File: src/verilog/ecd_map.svh
// constants for the encoder counter data and control layer
// Notes on behaviour
// - only the first error is reported until the host clears it
// - counts in the last finished timebase interval are reported
// - absolute mode shows the live Gray input word
// - binary word is converted Gray, or the counter in quadrature mode
// - running total clears at reset and a host command can preload it
// - quadrature mode: home marker clears the running total
// - quadrature mode: faceplate preload leaves the running total alone
// - strobe captures binary position; inputs 9 to 12 feed channels 1 to 4
// - timer one times input 10 edges, or input 10 to input 9
// - timer one starts only with latch clear and comparator 6 if gated
// - gated input 9 stops timer one only with comparator 5 on
// - timer two times input 12 edges, or input 12 to input 11
// - timer two starts only with latch clear and comparator 8 if gated
// - gated input 11 stops timer two only with comparator 7 on
// - comparators 17 to 32 follow only their on and off presets
// - control bits 0 to 7 enable outputs; 4 to 7 need configuration
// - control bits 20 to 23 reset strobe latches 1 to 4
// - bits 24 to 26 home, preload latch reset, preload; quadrature only
// - 32-bit control image each scan, bit 31 clears error, rest ignored
// - a latched strobe channel captures no strobes until its latch is reset; its edges still stop timers
// - a held strobe reset keeps latch off and captures every strobe
// - turning the error clear bit on clears flag and code for new errors
`ifndef ECD_MAP_SVH
`define ECD_MAP_SVH
`define ECD_CLOCK_PERIOD_NS 20
`define ECD_MS_NS 1000000
`define ECD_MS_CYCLES (`ECD_MS_NS / `ECD_CLOCK_PERIOD_NS)
`define ECD_TIMEBASE_MS_DEFAULT 16'h03E8
`define ECD_BIT_OUT_LO 0
`define ECD_BIT_STROBE_RST 20
`define ECD_BIT_HOME 24
`define ECD_BIT_PRELOAD_RST 25
`define ECD_BIT_PRELOAD 26
`define ECD_BIT_CLEAR_ERROR 31
`define ECD_CTRL_USED_MASK 32'h87F000FF
`endif

File: src/verilog/ecd_pkg.sv
// types for the encoder counter data and control layer
package ecd_pkg;
  typedef struct packed {
    logic [15:0]      first_error_code;
    logic [15:0]      counts_per_interval;
    logic [15:0]      raw_gray_position;
    logic [15:0]      binary_position;
    logic [31:0]      running_total_count;
    logic [3:0][15:0] strobe_capture_values;
    logic [15:0]      interval_timer_one;
    logic [15:0]      interval_timer_two;
    logic [15:0]      upper_comparator_states;
  } ecd_status_t;
  typedef struct packed {
    logic [3:0] strobe_rising;
    logic [3:0] strobe_cmp_gated;
    logic [1:0] timer_two_input;
    logic       outputs_5_8_enabled;
  } ecd_config_t;
  typedef struct packed {
    logic [15:0] on_preset;
    logic [15:0] off_preset;
  } ecd_preset_t;
endpackage

File: src/verilog/ecd_core.sv
// data reporting and control bit layer of the encoder counter module
`timescale 1ns/1ps
`default_nettype none
`include "ecd_map.svh"
module ecd_core
  import ecd_pkg::*;
#(
  parameter int MS_CYCLES = `ECD_MS_CYCLES
)
(
  input  wire logic                clock,
  input  wire logic                resetn,
  input  wire logic                quadrature_counting_mode,
  input  wire ecd_config_t         cfg,
  input  wire logic [15:0]         timebase_ms,
  input  wire logic                ctrl_valid,
  input  wire logic [31:0]         host_control_image,
  input  wire logic                error_event,
  input  wire logic [15:0]         error_code,
  input  wire logic [15:0]         gray_in,
  input  wire logic                count_up,
  input  wire logic                count_down,
  input  wire logic                marker,
  input  wire logic                home_switch,
  input  wire logic                preload_input,
  input  wire logic [15:0]         home_value,
  input  wire logic [15:0]         preload_value,
  input  wire logic                total_load,
  input  wire logic [31:0]         total_load_value,
  input  wire logic [3:0]          strobe_in,
  input  wire logic [7:0]          comparator_lo,
  input  wire ecd_preset_t [15:0]  upper_presets,
  output ecd_status_t              status,
  output logic                     error_flag,
  output logic [7:0]               output_enable,
  output logic                     preload_latch
);
  ///////////////////////////////////////////////////////////////////////////
  // helpers
  function automatic logic [15:0] gray2bin(input logic [15:0] g);
    logic [15:0] b;
    b = 16'h0000;
    b[15] = g[15];
    for (int i = 14; i >= 0; i--)
      b[i] = b[i + 1] ^ g[i];
    return b;
  endfunction

  function automatic logic in_range(input logic [15:0] p,
                                    input ecd_preset_t s);
    // a pair with off below on wraps through zero
    if (s.on_preset <= s.off_preset)
      return (p >= s.on_preset) && (p < s.off_preset);
    return (p >= s.on_preset) || (p < s.off_preset);
  endfunction

  ///////////////////////////////////////////////////////////////////////////
  // state
  logic [31:0]      ctrl;
  logic [15:0]      err_code;
  logic [15:0]      position;
  logic [31:0]      total;
  logic [15:0]      acc;
  logic [15:0]      cpi;
  logic [15:0]      tb_ms;
  logic [31:0]      ms_div;
  logic             home_pending;
  logic [1:0]       t_run;
  logic [1:0][15:0] t_cnt;
  logic [1:0][15:0] t_val;
  logic [15:0]      upper;
  logic [3:0][15:0] cap;
  logic [3:0]       latch;
  logic [3:0]       qual;
  logic [3:0]       fire;

  ///////////////////////////////////////////////////////////////////////////
  // decode of the control image; scan edges act once per turn-on
  wire [31:0] img_used   = host_control_image & `ECD_CTRL_USED_MASK;
  wire [31:0] scan_rise  = {32{ctrl_valid}} & img_used & ~ctrl;
  wire        clear_err  = scan_rise[`ECD_BIT_CLEAR_ERROR];
  wire        home_cmd   = scan_rise[`ECD_BIT_HOME]
                           & quadrature_counting_mode;
  wire        preload_cmd = scan_rise[`ECD_BIT_PRELOAD]
                            & quadrature_counting_mode;
  wire        preload_rst = ctrl[`ECD_BIT_PRELOAD_RST]
                            & quadrature_counting_mode;
  wire [3:0]  strobe_rst = ctrl[`ECD_BIT_STROBE_RST +: 4];
  wire        ms_tick    = (ms_div == 32'(MS_CYCLES - 1));
  wire        tb_end     = ms_tick && (tb_ms >= timebase_ms - 16'h0001);
  wire        home_hit   = home_pending & marker & home_switch
                           & quadrature_counting_mode;
  // the faceplate preload is locked out by its latch unless reset is held
  wire        face_load  = preload_input & quadrature_counting_mode
                           & (~preload_latch | preload_rst);
  wire        cnt_ev     = count_up ^ count_down;
  wire [15:0] bin_word   = quadrature_counting_mode ? position
                           : gray2bin(gray_in);
  wire [7:0]  out_mask   = {{4{cfg.outputs_5_8_enabled}}, 4'hF};
  wire [3:0]  gate_ok;
  wire [15:0] next_upper;
  wire [15:0] next_acc   = acc + {15'h0000, cnt_ev};
  wire [1:0]  t_start;
  wire [1:0]  t_stop;

  ///////////////////////////////////////////////////////////////////////////
  // strobe channels; comparators 5 to 8 gate channels 1 to 4
  for (genvar i = 0; i < 4; i++)
  begin : g_strobe
    assign gate_ok[i] = ~cfg.strobe_cmp_gated[i]
                        | comparator_lo[4 + i];
    ecd_strobe u_strobe (
      .clock       (clock),
      .resetn      (resetn),
      .level       (strobe_in[i]),
      .rising_sel  (cfg.strobe_rising[i]),
      .gate_ok     (gate_ok[i]),
      .latch_reset (strobe_rst[i]),
      .position    (bin_word),
      .captured    (cap[i]),
      .latched     (latch[i]),
      .qual_edge   (qual[i]),
      .fire        (fire[i])
    );
  end

  // comparators 17 to 32 from their presets alone
  for (genvar j = 0; j < 16; j++)
  begin : g_upper
    assign next_upper[j] = in_range(bin_word, upper_presets[j]);
  end

  // timer t starts on the even input, stops on the odd or itself
  for (genvar t = 0; t < 2; t++)
  begin : g_tsel
    assign t_start[t] = fire[2 * t + 1];
    assign t_stop[t]  = cfg.timer_two_input[t] ? qual[2 * t]
                        : qual[2 * t + 1];
  end

  ///////////////////////////////////////////////////////////////////////////
  // control image, outputs and first error
  always_ff @(posedge clock)
  begin
    if (!resetn)
    begin
      ctrl          <= 32'h00000000;
      output_enable <= 8'h00;
      error_flag    <= 1'b0;
      err_code      <= 16'h0000;
    end
    else
    begin
      if (ctrl_valid)
        ctrl <= img_used;
      output_enable <= ctrl[`ECD_BIT_OUT_LO +: 8] & out_mask;
      // a new error in the clearing cycle still gets latched
      if (error_event && (!error_flag || clear_err))
      begin
        error_flag <= 1'b1;
        err_code   <= error_code;
      end
      else if (clear_err)
      begin
        error_flag <= 1'b0;
        err_code   <= 16'h0000;
      end
    end
  end

  // millisecond divider and timebase count
  always_ff @(posedge clock)
  begin
    if (!resetn)
    begin
      ms_div <= 32'h00000000;
      tb_ms  <= 16'h0000;
      acc    <= 16'h0000;
      cpi    <= 16'h0000;
    end
    else
    begin
      ms_div <= ms_tick ? 32'h00000000 : ms_div + 32'h00000001;
      if (tb_end)
      begin
        tb_ms <= 16'h0000;
        cpi   <= next_acc;
        acc   <= 16'h0000;
      end
      else
      begin
        tb_ms <= ms_tick ? tb_ms + 16'h0001 : tb_ms;
        acc   <= next_acc;
      end
    end
  end

  // position counter, home, preload and running total
  always_ff @(posedge clock)
  begin
    if (!resetn)
    begin
      position      <= 16'h0000;
      total         <= 32'h00000000;
      home_pending  <= 1'b0;
      preload_latch <= 1'b0;
    end
    else
    begin
      if (home_hit)
        position <= home_value;
      else if (preload_cmd || face_load)
        position <= preload_value;
      else if (cnt_ev)
        position <= count_up ? position + 16'h0001 : position - 16'h0001;
      if (home_cmd)
        home_pending <= 1'b1;
      else if (home_hit)
        home_pending <= 1'b0;
      // a held reset keeps the latch off and lets every preload act
      if (face_load && !preload_rst)
        preload_latch <= 1'b1;
      else if (preload_rst)
        preload_latch <= 1'b0;
      if (total_load)
        total <= total_load_value;
      else if (home_hit)
        total <= 32'h00000000;
      else if (cnt_ev)
        total <= total + 32'h00000001;
    end
  end

  // interval timers count whole milliseconds while running
  always_ff @(posedge clock)
  begin
    if (!resetn)
    begin
      t_run <= 2'b00;
      t_cnt <= '0;
      t_val <= '0;
    end
    else
    begin
      for (int t = 0; t < 2; t++)
      begin
        if (t_run[t] && t_stop[t])
        begin
          t_run[t] <= 1'b0;
          t_val[t] <= t_cnt[t];
        end
        else if (!t_run[t] && t_start[t])
        begin
          t_run[t] <= 1'b1;
          t_cnt[t] <= 16'h0000;
        end
        else if (t_run[t] && ms_tick && t_cnt[t] != 16'hFFFF)
          t_cnt[t] <= t_cnt[t] + 16'h0001;
      end
    end
  end

  // status image, registered so every word leaves from a flip-flop
  always_ff @(posedge clock)
  begin
    if (!resetn)
    begin
      status <= '0;
      upper  <= 16'h0000;
    end
    else
    begin
      upper                          <= next_upper;
      status.first_error_code        <= err_code;
      status.counts_per_interval     <= cpi;
      status.raw_gray_position       <= gray_in;
      status.binary_position         <= bin_word;
      status.running_total_count     <= total;
      status.strobe_capture_values   <= cap;
      status.interval_timer_one      <= t_val[0];
      status.interval_timer_two      <= t_val[1];
      status.upper_comparator_states <= upper;
    end
  end

  ///////////////////////////////////////////////////////////////////////////
  // checks
  property p_err_hold;
    @(posedge clock) disable iff (!resetn)
      error_flag && !clear_err |=> $stable(err_code);
  endproperty
  a_err_hold: assert property (p_err_hold)
    else $error("error code changed while pending");

  property p_err_clear;
    @(posedge clock) disable iff (!resetn)
      clear_err && !error_event |=> !error_flag && err_code == 16'h0000;
  endproperty
  a_err_clear: assert property (p_err_clear)
    else $error("error clear did not clear");

  property p_gray;
    @(posedge clock) disable iff (!resetn)
      1'b1 |=> status.raw_gray_position == $past(gray_in);
  endproperty
  a_gray: assert property (p_gray)
    else $error("gray word not live");

  property p_bin;
    @(posedge clock) disable iff (!resetn)
      !quadrature_counting_mode |->
        (bin_word ^ {1'b0, bin_word[15:1]}) == gray_in;
  endproperty
  a_bin: assert property (p_bin)
    else $error("gray decode wrong");

  property p_home_total;
    @(posedge clock) disable iff (!resetn)
      home_hit && !total_load |=> total == 32'h00000000;
  endproperty
  a_home_total: assert property (p_home_total)
    else $error("home did not clear total");

  property p_face_total;
    @(posedge clock) disable iff (!resetn)
      face_load && !total_load && !home_hit && !cnt_ev |=> $stable(total);
  endproperty
  a_face_total: assert property (p_face_total)
    else $error("faceplate preload moved total");

  property p_lockout;
    @(posedge clock) disable iff (!resetn)
      latch[0] && !strobe_rst[0] |=> $stable(cap[0]);
  endproperty
  a_lockout: assert property (p_lockout)
    else $error("latched strobe captured again");

  // every channel, so the one the scenarios hold in reset is watched too
  property p_rst_hold;
    @(posedge clock) disable iff (!resetn)
      (strobe_rst != 4'h0) |=> (latch & $past(strobe_rst)) == 4'h0;
  endproperty
  a_rst_hold: assert property (p_rst_hold)
    else $error("strobe latch set under reset");

  property p_outen;
    @(posedge clock) disable iff (!resetn)
      !cfg.outputs_5_8_enabled |=> output_enable[7:4] == 4'h0;
  endproperty
  a_outen: assert property (p_outen)
    else $error("outputs 5 to 8 enabled without configuration");

  property p_abs_cmd;
    @(posedge clock) disable iff (!resetn)
      !quadrature_counting_mode |=> $stable(home_pending);
  endproperty
  a_abs_cmd: assert property (p_abs_cmd)
    else $error("home command acted outside quadrature mode");

  c_error: cover property (@(posedge clock) error_flag ##1 clear_err);
  c_timer: cover property (@(posedge clock) t_run[0] ##1 !t_run[0]);
  c_strobe: cover property (@(posedge clock) fire[3]);
  c_tb: cover property (@(posedge clock) tb_end && cpi != 16'h0000);
endmodule
`default_nettype wire

File: src/verilog/ecd_strobe.sv
// one strobe channel: edge select, gating, latch and capture
`timescale 1ns/1ps
`default_nettype none
module ecd_strobe
  import ecd_pkg::*;
(
  input  wire logic        clock,
  input  wire logic        resetn,
  input  wire logic        level,
  input  wire logic        rising_sel,
  input  wire logic        gate_ok,
  input  wire logic        latch_reset,
  input  wire logic [15:0] position,
  output logic [15:0]      captured,
  output logic             latched,
  output wire logic        qual_edge,
  output wire logic        fire
);
  logic prev;
  ///////////////////////////////////////////////////////////////////////////
  // edge of the chosen polarity, gated by the comparator when configured
  assign qual_edge = (rising_sel ? (level & ~prev) : (~level & prev))
                     & gate_ok;
  // a set latch locks out capture unless the reset is held
  assign fire = qual_edge & (~latched | latch_reset);

  // latch and capture registers
  always_ff @(posedge clock)
  begin
    if (!resetn)
    begin
      prev     <= 1'b0;
      latched  <= 1'b0;
      captured <= 16'h0000;
    end
    else
    begin
      prev <= level;
      if (fire)
        captured <= position;
      if (latch_reset)
        latched <= 1'b0;
      else if (fire)
        latched <= 1'b1;
    end
  end
endmodule
`default_nettype wire
File: config.mk
export PLATFORM = sky130hd
export DESIGN_NAME = ecd_core
export DESIGN_NICKNAME = d
export VERILOG_FILES = /design/src/verilog/ecd_pkg.sv /design/src/verilog/ecd_core.sv /design/src/verilog/ecd_strobe.sv
export VERILOG_INCLUDE_DIRS = /design/src /design/src/verilog
export SDC_FILE = /design/constraint.sdc
export NUM_CORES = 2
export LEC_CHECK = 0
export ABC_AREA = 1
export ABC_CLOCK_PERIOD_IN_PS = 16950
export BUFFER_PORTS_ARGS = -buffer_cell sky130_fd_sc_hd__buf_2
export CORE_UTILIZATION = 30
export DETAILED_ROUTE_END_ITERATION = 12
export GPL_TIMING_DRIVEN = 0
export SETUP_SLACK_MARGIN = 0.1
export SLEW_MARGIN = 20
export SYNTH_ARGS = -nofsm -noshare
export SYNTH_HDL_FRONTEND = slang
export SYNTH_SLANG_ARGS = --single-unit
File: constraint.sdc
create_clock -name clock -period 16.95 [get_ports clock]
set_input_delay 2.5425 -clock clock [delete_from_list [all_inputs] [get_ports clock]]
set_output_delay 2.5425 -clock clock [all_outputs]
set_load 0.1 [all_outputs]
==> qor.yml <==
cts_buffer_depth: 3
drive_gt1_share_pct: 17.7
grt_antenna_before_repair: 81
critPathKind: "primary input to flip-flop"
avgSynthCellArea_sq_um: 7.36
drc: 0
cp-end-kind: "flip-flop"
ys_warn_count: 0
dieArea_sq_um: 131000
maxCapViolCount: 0
fillCellCount: 13600
tightest_slew_ns: 1.16
cpPeakStageDelay_ns: 0.87
num_vias: 39000
syn_area_sq_um: 38800
synth_flop_cell: "dfxtp_1"
arrival_ns: 9.46
h-tree-depth: 2
period_minus_slack_ns: 8.93
dieWidth_um: 362
placementRows: 131
synthDistinctLibCells: 57
routed_wl_mm: 159
post_cts_resized: 0
first_iter_violations: 2467
clock_latency_ns: 0.68
crit_path_top_delay_cell: "buf_2"
cts_sinks: 533
status: "finished clean"
clockRootBuffer: "clkbuf_16"
grt_usage_pct: 23.7
routedWlPerCell_um: 19.7
syn_inst: 5271
ys_seq_area_share_pct: 27.5
setup_tns_ns: 0
synth_seq_cells: 533
dpl.hpwl_mm: 133
hold_viol: 0
synth_edf_count: 0
postCtsHoldBufs: 0
power_density_nw_per_um2: 86.5
slew_headroom_pct: 22.7
synth_fp_nets: 6752
path_clk_slew_ns: 0.06
grt_pass1_wl_mm: 233
routabilityCongestion: 0.972
port_buffers: 885
setup_viol: 0
drt-vias-per-instance: 4.83
detail-route-antenna-nets: 0
worst_ir_drop_vdd_uv: 93.4
grt_max_degree: 31
path_common_cell: "nand2_1"
critPathLaunchType: "primary input"
area_growth_pct: 24.9
cp_top_family: "simple AND/OR/NAND/NOR gates"
crit_path_max_fanout: 21
finalCritPeriodShare_pct: 52.7
critPathRequiredTime_ns: 17.48
nets: 7725
async_flop_share_pct: 0
core-area_sq_um: 128000
dr.pass1.iters: 6
min_path_type: "flip-flop to flip-flop"
grt_pass1_vias: 38200
overflow: 0
final-instance-count-excl-fill: 8074
postCtsSetupRepairBufs: 0
hold_ws_ns: 0.390
initial_utilization_pct: 30.3
clock_skew_ns: 0.0553
crit_buf_inv: 4
slew_viol_final: 0
cts_inserted_buffers: 61
placed_cells: 7910
rsz0062_at_grt: "false"
io_pins: 908
fmax_mhz: 112
cts_tree: "yes"
p_leak_nw: 27.2
fp.dieH_um: 362
==> worst reg2reg max path, delay by kind of cell, from the launching register on <==
family / cells / cell delay (ns)
compound gates: 12 / 1.82
buf+inv: 3 / 1.16
simple gates: 9 / 1.00
fa+ha+maj: 1 / 0.42
flops: 1 / 0.37
==> layer usage <==
metal	part of all wire [%]	vias up	GRT usage, %
li1	-	19400	-
met1	41	18000	27.4
met2	46	1287	40.6
met3	7.5	337	6.19
met4	4.8	40	10.8
met5	0.14	-	0
==> cell usage in the layout, fill, tap and decap left out, drive strengths merged, types with 8 or more instances in the layout <==
master	n
xnor2	10
nor3	85
a21o	18
buf	921
bufinv	9
o22ai	19
o221ai	27
o2111ai	11
nand2	944
o21a	67
o211ai	66
or2	16
nor4	14
dfxtp	533
ha	790
a32oi	30
diode	50
clkbuf	161
a22oi	8
xor2	37
nor2	294
nand3	160
o21bai	26
nand4	80
a31oi	11
o21ai	210
nor3b	11
inv	1184
a211oi	70
a21boi	18
a21oi	409
clkinv	18
==> final cells by class <==
type,instances,area [sq um],share of cell area (%)
repair buffers,910,5030,10.4
diodes,50,125,0.258
well taps,1729,2160,4.46
plain buffers,99,405,0.836
clock inverters,41,533,1.10
inverters,1177,4420,9.12
clock buffers,73,1650,3.41
flip-flops and latches,533,10700,22.0
multi-input cells,3462,23500,48.4
==> synth_stat cells (3+ instances only) <==
master        n  area, sq um
a211oi_1     70          526
a21boi_0     18          135
a21o_1       18          135
a21oi_1     400         2000
a21oi_2       9         78.8
a221oi_1      7         61.3
a22oi_1       8         60.1
a31oi_1      11         68.8
a32oi_1      30          263
buf_1         7         26.3
clkbuf_1     88          330
dfxtp_1     533        10700
ha_1        790         9880
inv_1      1169         4390
inv_2         6         22.5
nand2_1     937         3520
nand2_2       6         37.5
nand3_1     139          696
nand3_2      21          210
nand4_1      79          494
nor2_1      291         1090
nor2_2        3         18.8
nor3_1       83          415
nor3b_1      11         82.6
nor4_1       14         87.6
o2111ai_1    11         96.3
o211ai_1     66          495
o21a_1       67          503
o21ai_0     210         1050
o21bai_1     26          195
o221ai_1     27          236
o22ai_1      19          119
or2_2        16          100
xnor2_1      10         87.6
xor2_1       37          324
==> where the power goes <==
part	internal (mW)	leakage (nW)	total (mW)	switching (mW)
Sequential	1.33	4.36	1.37	0.0388
Combinational	0.462	21.8	1.39	0.923
Clock	0.841	1.06	1.44	0.599
==> through the flow <==
stage / util, % / instance area (sq um) / setup slack (ns) / power (mW)
after floorplan: - / 38800 / 8.56 / 2.26
after CTS: 37.8 / 48300 / 8.09 / 4.23
after global placement: 35.5 / 45400 / 2.47 / 2.69
after global routing: 37.8 / 48400 / 7.44 / 4.44
final: 37.9 / 48500 / 8.02 / 4.19
after detailed placement: 36.1 / 46200 / 7.36 / 2.77
==> flip-flops by register name, summed over array words and instances (netlist names) <==
signal,count
position,16
cpi,16
t_cnt,32
home_pending,1
error_flag,1
tb_ms,16
t_val,32
acc,16
output_enable,8
upper,16
preload_latch,1
ctrl,16
total,32
err_code,16
ms_div,32
t_run,2
g_strobe.u_strobe.latched,4
g_strobe.u_strobe.prev,4
status,208
g_strobe.u_strobe.captured,64
==> path summary, 6_finish.rpt <==
| path | start | end | slack [ns] | depth (start not counted) |
|---|---|---|---|---|
| max | gray_in[15] | upper[4] | 8.02 | 43 |
| min | g_strobe[0].u_strobe.captured[0] | status[48] | 0.39 | 2 |
| max reg2reg | position[0] | upper[4] | 12.00 | 25 |
| min reg2reg | g_strobe[0].u_strobe.captured[0] | status[48] | 0.39 | 2 |
==> kinds of logic after synthesis <==
group | share of synthesized area [%]
XOR/XNOR | 1.06
AND/OR/NAND/NOR | 17.7
flip-flops | 27.5
adder cells (fa/ha/maj) | 25.5
AO/OA/AOI/OAI | 15.9
buffers and inverters | 12.4
No activity file was read; power rests on OpenSTA's default activity.
